===== src/urs_params.svh =====
// Purpose: Constants for the receive status block
// Assumes: 50 MHz core clock
// Notes: Offsets are byte addresses on the register bus
`ifndef URS_PARAMS_SVH
`define URS_PARAMS_SVH
`define URS_OFS_STATUS 8'h00
`define URS_OFS_CONFIG 8'h04
`define URS_OFS_DATA 8'h08
`define URS_OFS_IRQ_STAT 8'h0c
`define URS_OFS_IRQ_MASK 8'h10
`define URS_BIT_ADDRESS_DETECT_ENABLE 5
`define URS_BIT_IDLE 4
`define URS_BIT_PARITY_ERROR_FLAG 3
`define URS_BIT_FRAMING_ERROR_FLAG 2
`define URS_BIT_OVR 1
`define URS_BIT_AVAIL 0
`define URS_CFG_NINE 0
`define URS_CFG_PAREN 1
`define URS_CFG_PARODD 2
`define URS_CFG_RXEN 3
`define URS_CFG_RESET 4'h0
`define URS_DIV_DEFAULT 16'h01b2
`define URS_FIFO_DEPTH 4
`define URS_PTR_W 2
`define URS_BITS_NINE 4'h9
`define URS_BITS_EIGHT 4'h8
`define URS_IRQ_AVAIL 0
`define URS_IRQ_OVR 1
`define URS_IRQ_ERR 2
`define URS_IRQ_ADDR 3
`endif


===== src/urs_pkg.sv =====
// Purpose: Types for the receive status block
// Assumes: Included constants header
// Notes: None
package urs_pkg;
   typedef struct packed {
      logic [8:0] data;
      logic parityErr;
      logic frameErr;
   } urs_entry_t;
   typedef enum logic [2:0] {RX_IDLE, RX_START, RX_DATA, RX_PAR,
      RX_STOP} urs_state_t;
   typedef struct packed {
      logic [31:0] addr;
      logic write;
      logic sel;
   } urs_req_t;
endpackage : urs_pkg


===== src/urs_receive_status.sv =====
// Purpose: Serial receiver with status, FIFO and AHB-Lite registers
// Assumes: Single clock, rx line synchronous to core_clk
// Notes: Overrun blocks reception until cleared
`timescale 1ns/100ps
`include "urs_params.svh"
module urs_receive_status (
   input wire logic core_clk,
   input wire logic sys_rst,
   input wire logic hsel,
   input wire logic [31:0] haddr,
   input wire logic [1:0] htrans,
   input wire logic hwrite,
   input wire logic [2:0] hsize,
   input wire logic [31:0] hwdata,
   input wire logic hready,
   output logic [31:0] hrdata,
   output logic hreadyout,
   output logic hresp,
   input wire logic rxLine,
   output logic irq
);
   import urs_pkg::*;

   // ----------------------------------------------------------------
   // Bus and register state
   // ----------------------------------------------------------------
   urs_req_t req_q, req_d;
   logic [31:0] hrdata_q, hrdata_d;
   logic [3:0] cfg_q, cfg_d;
   logic addrDetectEn_q, addrDetectEn_d;
   logic overrun_q, overrun_d;
   logic [3:0] irqStat_q, irqStat_d;
   logic [3:0] irqMask_q, irqMask_d;
   logic irq_q, irq_d;
   logic [15:0] divisor_q, divisor_d;

   // ----------------------------------------------------------------
   // Receiver and FIFO state
   // ----------------------------------------------------------------
   urs_state_t state_q, state_d;
   logic [15:0] baudCnt_q, baudCnt_d;
   logic [3:0] bitCnt_q, bitCnt_d;
   logic [8:0] shiftReg_q, shiftReg_d;
   logic parAcc_q, parAcc_d;
   logic parErr_q, parErr_d;
   logic rxPrev_q, rxPrev_d;
   urs_entry_t fifo_q [`URS_FIFO_DEPTH];
   urs_entry_t fifo_d [`URS_FIFO_DEPTH];
   logic [`URS_PTR_W-1:0] wrPtr_q, wrPtr_d, rdPtr_q, rdPtr_d;
   logic [`URS_PTR_W:0] count_q, count_d;

   function automatic logic isAddr(input logic [7:0] a, input logic [7:0] o);
      isAddr = (a == o);
   endfunction : isAddr

   logic wrAcc, rdAcc, ovrClear, pushReq, pushOk, pop, empty, full;
   logic dataWr, cfgWr, stWr, imWr, smWr;
   logic [3:0] dataBits;
   urs_entry_t newEntry, head;
   logic [15:0] halfDiv;

   always_comb
   begin
      empty = (count_q == '0);
      full = (count_q == (`URS_PTR_W+1)'(`URS_FIFO_DEPTH));
      head = fifo_q[rdPtr_q];
      wrAcc = req_q.sel && req_q.write;
      rdAcc = hsel && hready && htrans[1] && !hwrite;
      stWr = wrAcc && isAddr(req_q.addr[7:0], `URS_OFS_STATUS);
      cfgWr = wrAcc && isAddr(req_q.addr[7:0], `URS_OFS_CONFIG);
      dataWr = wrAcc && isAddr(req_q.addr[7:0], `URS_OFS_DATA);
      smWr = wrAcc && isAddr(req_q.addr[7:0], `URS_OFS_IRQ_STAT);
      imWr = wrAcc && isAddr(req_q.addr[7:0], `URS_OFS_IRQ_MASK);
      // Clearing overrun only acts on a 1 to 0 transition
      ovrClear = stWr && overrun_q && !hwdata[`URS_BIT_OVR];
      pop = rdAcc && isAddr(haddr[7:0], `URS_OFS_DATA) && !empty;
      dataBits = cfg_q[`URS_CFG_NINE] ? `URS_BITS_NINE : `URS_BITS_EIGHT;
      halfDiv = {1'b0, divisor_q[15:1]};
   end

   // ----------------------------------------------------------------
   // Register bus
   // ----------------------------------------------------------------
   always_comb
   begin
      req_d.sel = hsel && hready && htrans[1];
      req_d.write = hwrite;
      req_d.addr = haddr;
      hrdata_d = hrdata_q;
      cfg_d = cfg_q;
      addrDetectEn_d = addrDetectEn_q;
      irqMask_d = irqMask_q;
      divisor_d = divisor_q;
      if (stWr)
      begin
         addrDetectEn_d = hwdata[`URS_BIT_ADDRESS_DETECT_ENABLE];
      end
      if (cfgWr)
      begin
         cfg_d = hwdata[3:0];
         divisor_d = hwdata[31:16];
      end
      if (imWr)
      begin
         irqMask_d = hwdata[3:0];
      end
      if (rdAcc)
      begin
         hrdata_d = '0;
         case (haddr[7:0])
            `URS_OFS_STATUS:
            begin
               hrdata_d[`URS_BIT_ADDRESS_DETECT_ENABLE] = addrDetectEn_q;
               hrdata_d[`URS_BIT_IDLE] = (state_q == RX_IDLE);
               hrdata_d[`URS_BIT_PARITY_ERROR_FLAG] = !empty && head.parityErr;
               hrdata_d[`URS_BIT_FRAMING_ERROR_FLAG] = !empty && head.frameErr;
               hrdata_d[`URS_BIT_OVR] = overrun_q;
               hrdata_d[`URS_BIT_AVAIL] = !empty;
            end
            `URS_OFS_CONFIG: hrdata_d = {divisor_q, 12'h000, cfg_q};
            `URS_OFS_DATA: hrdata_d[8:0] = empty ? 9'h000 : head.data;
            `URS_OFS_IRQ_STAT: hrdata_d[3:0] = irqStat_q;
            `URS_OFS_IRQ_MASK: hrdata_d[3:0] = irqMask_q;
            default: hrdata_d = '0;
         endcase
      end
   end

   // ----------------------------------------------------------------
   // Receiver
   // ----------------------------------------------------------------
   always_comb
   begin
      state_d = state_q;
      baudCnt_d = baudCnt_q;
      bitCnt_d = bitCnt_q;
      shiftReg_d = shiftReg_q;
      parAcc_d = parAcc_q;
      parErr_d = parErr_q;
      rxPrev_d = rxLine;
      pushReq = 1'b0;
      newEntry = '0;
      if (baudCnt_q != '0)
      begin
         baudCnt_d = baudCnt_q - 16'h0001;
      end
      case (state_q)
         RX_IDLE:
         begin
            // Blocked while overrun stands
            if (cfg_q[`URS_CFG_RXEN] && !overrun_q && rxPrev_q && !rxLine)
            begin
               state_d = RX_START;
               baudCnt_d = halfDiv;
            end
         end
         RX_START:
         begin
            if (baudCnt_q == '0)
            begin
               state_d = rxLine ? RX_IDLE : RX_DATA;
               baudCnt_d = divisor_q - 16'h0001;
               bitCnt_d = '0;
               shiftReg_d = '0;
               parAcc_d = cfg_q[`URS_CFG_PARODD];
               parErr_d = 1'b0;
            end
         end
         RX_DATA:
         begin
            if (baudCnt_q == '0)
            begin
               shiftReg_d[bitCnt_q] = rxLine;
               parAcc_d = parAcc_q ^ rxLine;
               bitCnt_d = bitCnt_q + 4'h1;
               baudCnt_d = divisor_q - 16'h0001;
               if (bitCnt_q == dataBits - 4'h1)
               begin
                  state_d = cfg_q[`URS_CFG_PAREN] ? RX_PAR : RX_STOP;
               end
            end
         end
         RX_PAR:
         begin
            if (baudCnt_q == '0)
            begin
               parErr_d = parAcc_q ^ rxLine;
               baudCnt_d = divisor_q - 16'h0001;
               state_d = RX_STOP;
            end
         end
         RX_STOP:
         begin
            if (baudCnt_q == '0)
            begin
               pushReq = 1'b1;
               newEntry.data = shiftReg_q;
               newEntry.parityErr = parErr_q;
               newEntry.frameErr = !rxLine;
               state_d = RX_IDLE;
            end
         end
         default: state_d = RX_IDLE;
      endcase
      if (ovrClear)
      begin
         state_d = RX_IDLE;
         shiftReg_d = '0;
      end
   end

   // ----------------------------------------------------------------
   // FIFO, overrun and interrupts
   // ----------------------------------------------------------------
   always_comb
   begin
      fifo_d = fifo_q;
      wrPtr_d = wrPtr_q;
      rdPtr_d = rdPtr_q;
      count_d = count_q;
      overrun_d = overrun_q;
      irqStat_d = irqStat_q;
      pushOk = pushReq && !full;
      if (pushOk)
      begin
         fifo_d[wrPtr_q] = newEntry;
         wrPtr_d = wrPtr_q + 1'b1;
      end
      if (pop)
      begin
         rdPtr_d = rdPtr_q + 1'b1;
      end
      count_d = count_q + (pushOk ? 1'b1 : 1'b0) - (pop ? 1'b1 : 1'b0);
      if (ovrClear)
      begin
         overrun_d = 1'b0;
         wrPtr_d = '0;
         rdPtr_d = '0;
         count_d = '0;
      end
      if (pushReq && full)
      begin
         overrun_d = 1'b1;
      end
      if (smWr)
      begin
         irqStat_d = irqStat_q & ~hwdata[3:0];
      end
      // Events set after the clear so a set wins
      if (pushOk)
      begin
         irqStat_d[`URS_IRQ_AVAIL] = 1'b1;
      end
      if (pushReq && full)
      begin
         irqStat_d[`URS_IRQ_OVR] = 1'b1;
      end
      if (pushOk && (newEntry.parityErr || newEntry.frameErr))
      begin
         irqStat_d[`URS_IRQ_ERR] = 1'b1;
      end
      if (pushOk && addrDetectEn_q && cfg_q[`URS_CFG_NINE] &&
         newEntry.data[8])
      begin
         irqStat_d[`URS_IRQ_ADDR] = 1'b1;
      end
      irq_d = |(irqStat_d & irqMask_q);
   end

   always_ff @(posedge core_clk or posedge sys_rst)
   begin
      if (sys_rst)
      begin
         req_q <= '0;
         hrdata_q <= '0;
         cfg_q <= `URS_CFG_RESET;
         addrDetectEn_q <= 1'b0;
         overrun_q <= 1'b0;
         irqStat_q <= '0;
         irqMask_q <= '0;
         irq_q <= 1'b0;
         divisor_q <= `URS_DIV_DEFAULT;
         state_q <= RX_IDLE;
         baudCnt_q <= '0;
         bitCnt_q <= '0;
         shiftReg_q <= '0;
         parAcc_q <= 1'b0;
         parErr_q <= 1'b0;
         rxPrev_q <= 1'b1;
         wrPtr_q <= '0;
         rdPtr_q <= '0;
         count_q <= '0;
         for (int i = 0; i < `URS_FIFO_DEPTH; i++)
         begin
            fifo_q[i] <= '0;
         end
      end
      else
      begin
         req_q <= req_d;
         hrdata_q <= hrdata_d;
         cfg_q <= cfg_d;
         addrDetectEn_q <= addrDetectEn_d;
         overrun_q <= overrun_d;
         irqStat_q <= irqStat_d;
         irqMask_q <= irqMask_d;
         irq_q <= irq_d;
         divisor_q <= divisor_d;
         state_q <= state_d;
         baudCnt_q <= baudCnt_d;
         bitCnt_q <= bitCnt_d;
         shiftReg_q <= shiftReg_d;
         parAcc_q <= parAcc_d;
         parErr_q <= parErr_d;
         rxPrev_q <= rxPrev_d;
         wrPtr_q <= wrPtr_d;
         rdPtr_q <= rdPtr_d;
         count_q <= count_d;
         fifo_q <= fifo_d;
      end
   end

   // ----------------------------------------------------------------
   // Outputs
   // ----------------------------------------------------------------
   always_comb
   begin
      hrdata = hrdata_q;
      hreadyout = 1'b1;
      hresp = 1'b0;
      irq = irq_q;
   end
endmodule : urs_receive_status


===== config.mk =====
export PLATFORM = sky130hd
export DESIGN_NAME = urs_receive_status
export DESIGN_NICKNAME = d
export VERILOG_FILES = /design/src/urs_pkg.sv /design/src/urs_receive_status.sv
export VERILOG_INCLUDE_DIRS = /design/src
export SDC_FILE = /design/constraint.sdc
export NUM_CORES = 1
export LEC_CHECK = 0
export BUFFER_PORTS_ARGS = -buffer_cell sky130_fd_sc_hd__buf_2
export CAP_MARGIN = 5
export CORE_ASPECT_RATIO = 2
export CORE_UTILIZATION = 35
export DETAILED_ROUTE_END_ITERATION = 7
export GPL_ROUTABILITY_DRIVEN = 1
export PLACE_DENSITY_LB_ADDON = 0.05
export SLEW_MARGIN = 20
export SYNTH_ARGS = -nofsm -noshare
export SYNTH_HDL_FRONTEND = slang
export SYNTH_SLANG_ARGS = --single-unit

===== constraint.sdc =====
create_clock -name core_clk -period 8.7 [get_ports core_clk]
set_input_delay 0.87 -clock core_clk [delete_from_list [all_inputs] [get_ports core_clk]]
set_output_delay 0.87 -clock core_clk [all_outputs]
set_load 0.05 [all_outputs]

==> impl_metrics.ini <==
[synthesis]
syn-cell-area_sq_mm = 0.00760
async_reset_ff_share_pct = 100
synth_edf_count = 0
ys_seq_area_share_pct = 50.1
netlist_instances = 705
yosysWarnings = 0
synthFlopType = dfrtp_1
synth_cell_type_count = 63
synth-seq-cells = 152
synth_area_per_cell_sq_um = 10.8

[critical_path]
critical_path_buf_inv_count = 3
worst_path_largest_cell_delay_ps = 600
rrSetupSlack_ps = 5000
path_depth = 13
path_cells = inv_1, ha_1, nor3b_1, and4_1, nand4_1, ha_1, inv_1, ha_1, inv_1, fa_1, xor2_1, xnor2_1, nor2_1
r2r_end = count_q[2]
path_class = reg2reg
critPathRequiredTime_ps = 9010
reg2reg_depth = 13
r2r-start = baudCnt_q[0]
endpoint = count_q[2]
crit_slowest_cell = and4_1
worst_setup_path_end_kind = flip-flop
cp_top_family = simple AND/OR/NAND/NOR gates
crit_path_start = baudCnt_q[0]
worstPathArrival_ps = 4010
startpoint_type = flip-flop
cp_max_fo = 11

[run_status]
status = finished clean

[timing]
hold_viol_final = 0
fin_setup_tns_ps = 0
maxSlewHeadroom_pct = 25.0
finalCritPeriodShare_pct = 42.6
finalCriticalPeriod_ps = 3700
finalMaxSlewViolations = 0
worstMarginPinSlew_ps = 1120
setup_violations = 0
max_freq_ghz = 0.270
grt_setup_unrepaired = no
finClkSkew_ps = 11.7

[worst_hold_path]
hold_class = reg2reg
hold_depth = 2

[placement]
dp_hpwl_um = 16300
place_area_sq_mm = 0.00812
gp_congestion = 0.807
port_buffers = 61
dpl.cell_count = 1006

[final_layout]
stdcell_count = 1038
nets = 841
seq_area_sq_mm = 0.00381
drive_above_1_share_pct = 25.4
fill_cells = 2084
final_area_sq_mm = 0.00870
area_delta_synth_final_pct = 14.4
multi_input_area_sq_mm = 0.00353
diodes = 0

[global_routing]
grt_use_met1_pct = 20.9
antenna_found_initial = 1
grtUsageTotal_pct = 21.3
busiest_layer = met2
grt_pass1_vias = 5941
grt_pass1_wl_um = 34600
met2_usage_pct = 41.2
grtUsageMet3_pct = 4.58
gr-total-overflow = 0
grt_max_degree = 99

[detailed_routing]
wl_per_cell_um = 21.5
drt_iter0_drc = 219
drc = 0
num_vias = 5567
antenna_left = 0
dr.pass1.iters = 4
vias_per_cell = 5.36
wl_um = 22400

[clocking]
clock_latency_ps = 450
cts_tree = done
clk_pin_slew_ps = 70
cts_root_buf = clkbuf_16
cts_setup_buffers = 0
cts_sinks = 152
ctsHoldBuffers = 0
cts_buffer_depth = 2
cts_buffers = 17
post_cts_resized = 0
h-tree-depth = 4

[power]
peakVddDrop_v = 0.000129
leakage_nw = 3.90
power_density_mw_per_mm2 = 181

[flow_run]
drv_cap = 0

[floorplanning]
row_count = 76
dieHeight_um = 210
ios = 110
core-area_sq_mm = 0.0214
initial_core_util_pct = 35.5
fp.dieW_um = 106
die_area_sq_mm = 0.0224
==> routing by layer <==
metal  vias up  routed length (um)
met5         -                  12
met4         2                 717
met3        38                 689
met2       104               13000
met1      2828                7980
li1       2595                   -
==> state kept, by name, indices dropped and copies added (netlist names), 3 cells and up <==
name        flops
divisor_q      16
irqStat_q       4
cfg_q           4
state_q         3
shiftReg_q      9
bitCnt_q        4
req_q          10
irqMask_q       4
count_q         3
fifo_q         44
baudCnt_q      16
hrdata         25
==> layout make-up <==
class                      instances  share of cell area, %
sequential                       152                   43.8
inverter                          21                  0.964
clock inverter                    11                   1.40
timing repair buffer              67                   4.03
clock buffer                      21                   5.29
multi-input combinational        493                   40.6
tap                              273                   3.93
==> worst min path at each step <==
| stage | from | to | slack (ps) |
|---|---|---|---|
| 2_1_floorplan | fifo_q[11] | fifo_q[11] | 440 |
| 3_3_place_gp | hrdata[22] | hrdata[22] | 450 |
| 3_5_place_dp | hrdata[25] | hrdata[25] | 450 |
| 4_1_cts | hrdata[25] | hrdata[25] | 470 |
| 5_1_grt | hrdata[27] | hrdata[27] | 490 |
| 6_report | hrdata[7] | hrdata[7] | 470 |
==> cell usage after synthesis (4+ instances only) <==
library cell	instances	area [sq um]
or2_2	4	25.0
o221ai_1	4	35.0
dfrtp_1	146	3650
nor2_1	33	124
or4_1	5	37.5
nor2b_1	4	25.0
buf_2	10	50.1
o31ai_1	4	30.0
nand2b_1	4	25.0
and3_1	4	25.0
nor4_1	12	75.1
or3_1	7	43.8
mux4_2	11	248
nor3b_1	5	37.5
nand3_1	36	180
nand2_1	88	330
inv_1	21	78.8
mux2_1	5	56.3
a31oi_1	5	31.3
mux2_2	62	698
o21ai_0	33	165
a221oi_1	5	43.8
nor3_1	18	90.1
buf_4	9	67.6
a21oi_1	23	115
a22oi_1	9	67.6
clkbuf_1	22	82.6
dfstp_2	6	158
buf_1	5	18.8
xnor2_1	22	193
or3_4	4	45.0
nand4_1	9	56.3
ha_1	13	163
xor2_1	11	96.3
==> kinds of logic after synthesis <==
group,synth area share [%]
xor+xnor,3.80
fa+ha+maj,2.40
buf+inv,3.92
compound gates,7.91
simple gates,18.3
other cells,0.0988
flops,50.1
mux,13.4
==> cell usage in the layout, fill, tap and decap left out, types with 5 or more instances in the layout <==
cell,n
xnor2_1,22
mux4_2,11
or3_1,7
xor2_1,11
nand4_1,9
clkbuf_16,17
nand2_1,88
buf_4,6
or4_1,5
dfrtp_1,146
a221oi_1,5
ha_1,13
dfstp_2,6
buf_2,61
o21ai_0,33
mux2_2,62
mux2_1,5
a22oi_1,9
nor3b_1,5
nor3_1,17
nand3_1,36
nor4_1,12
a21oi_1,23
nor2_1,33
conb_1,9
inv_1,20
a31oi_1,5
==> report_power, final <==
part           internal (mW)  switching [mW]
clock network          0.437           0.308
registers              0.724          0.0197
logic                 0.0257          0.0623
==> worst reg2reg max path, stage by stage, from the launching register on <==
cell and delay [ps]:
dfrtp_1 430, inv_1 150, ha_1 250, nor3b_1 460, and4_1 600, nand4_1 330, ha_1 380, inv_1 60
ha_1 130, inv_1 40, fa_1 370, xor2_1 170, xnor2_1 130, nor2_1 50
==> through the flow <==
step,worst slack (ps),hold slack (ps),utilization [%],power [mW]
floorplan,3750,445,-,0.813
global placement,4690,447,37.9,0.844
detailed placement,4680,455,37.9,0.846
CTS,4930,469,40.6,1.60
global route,4700,489,40.6,1.63
finish,5000,466,40.6,1.58
No activity file was read; power rests on OpenSTA's default activity.
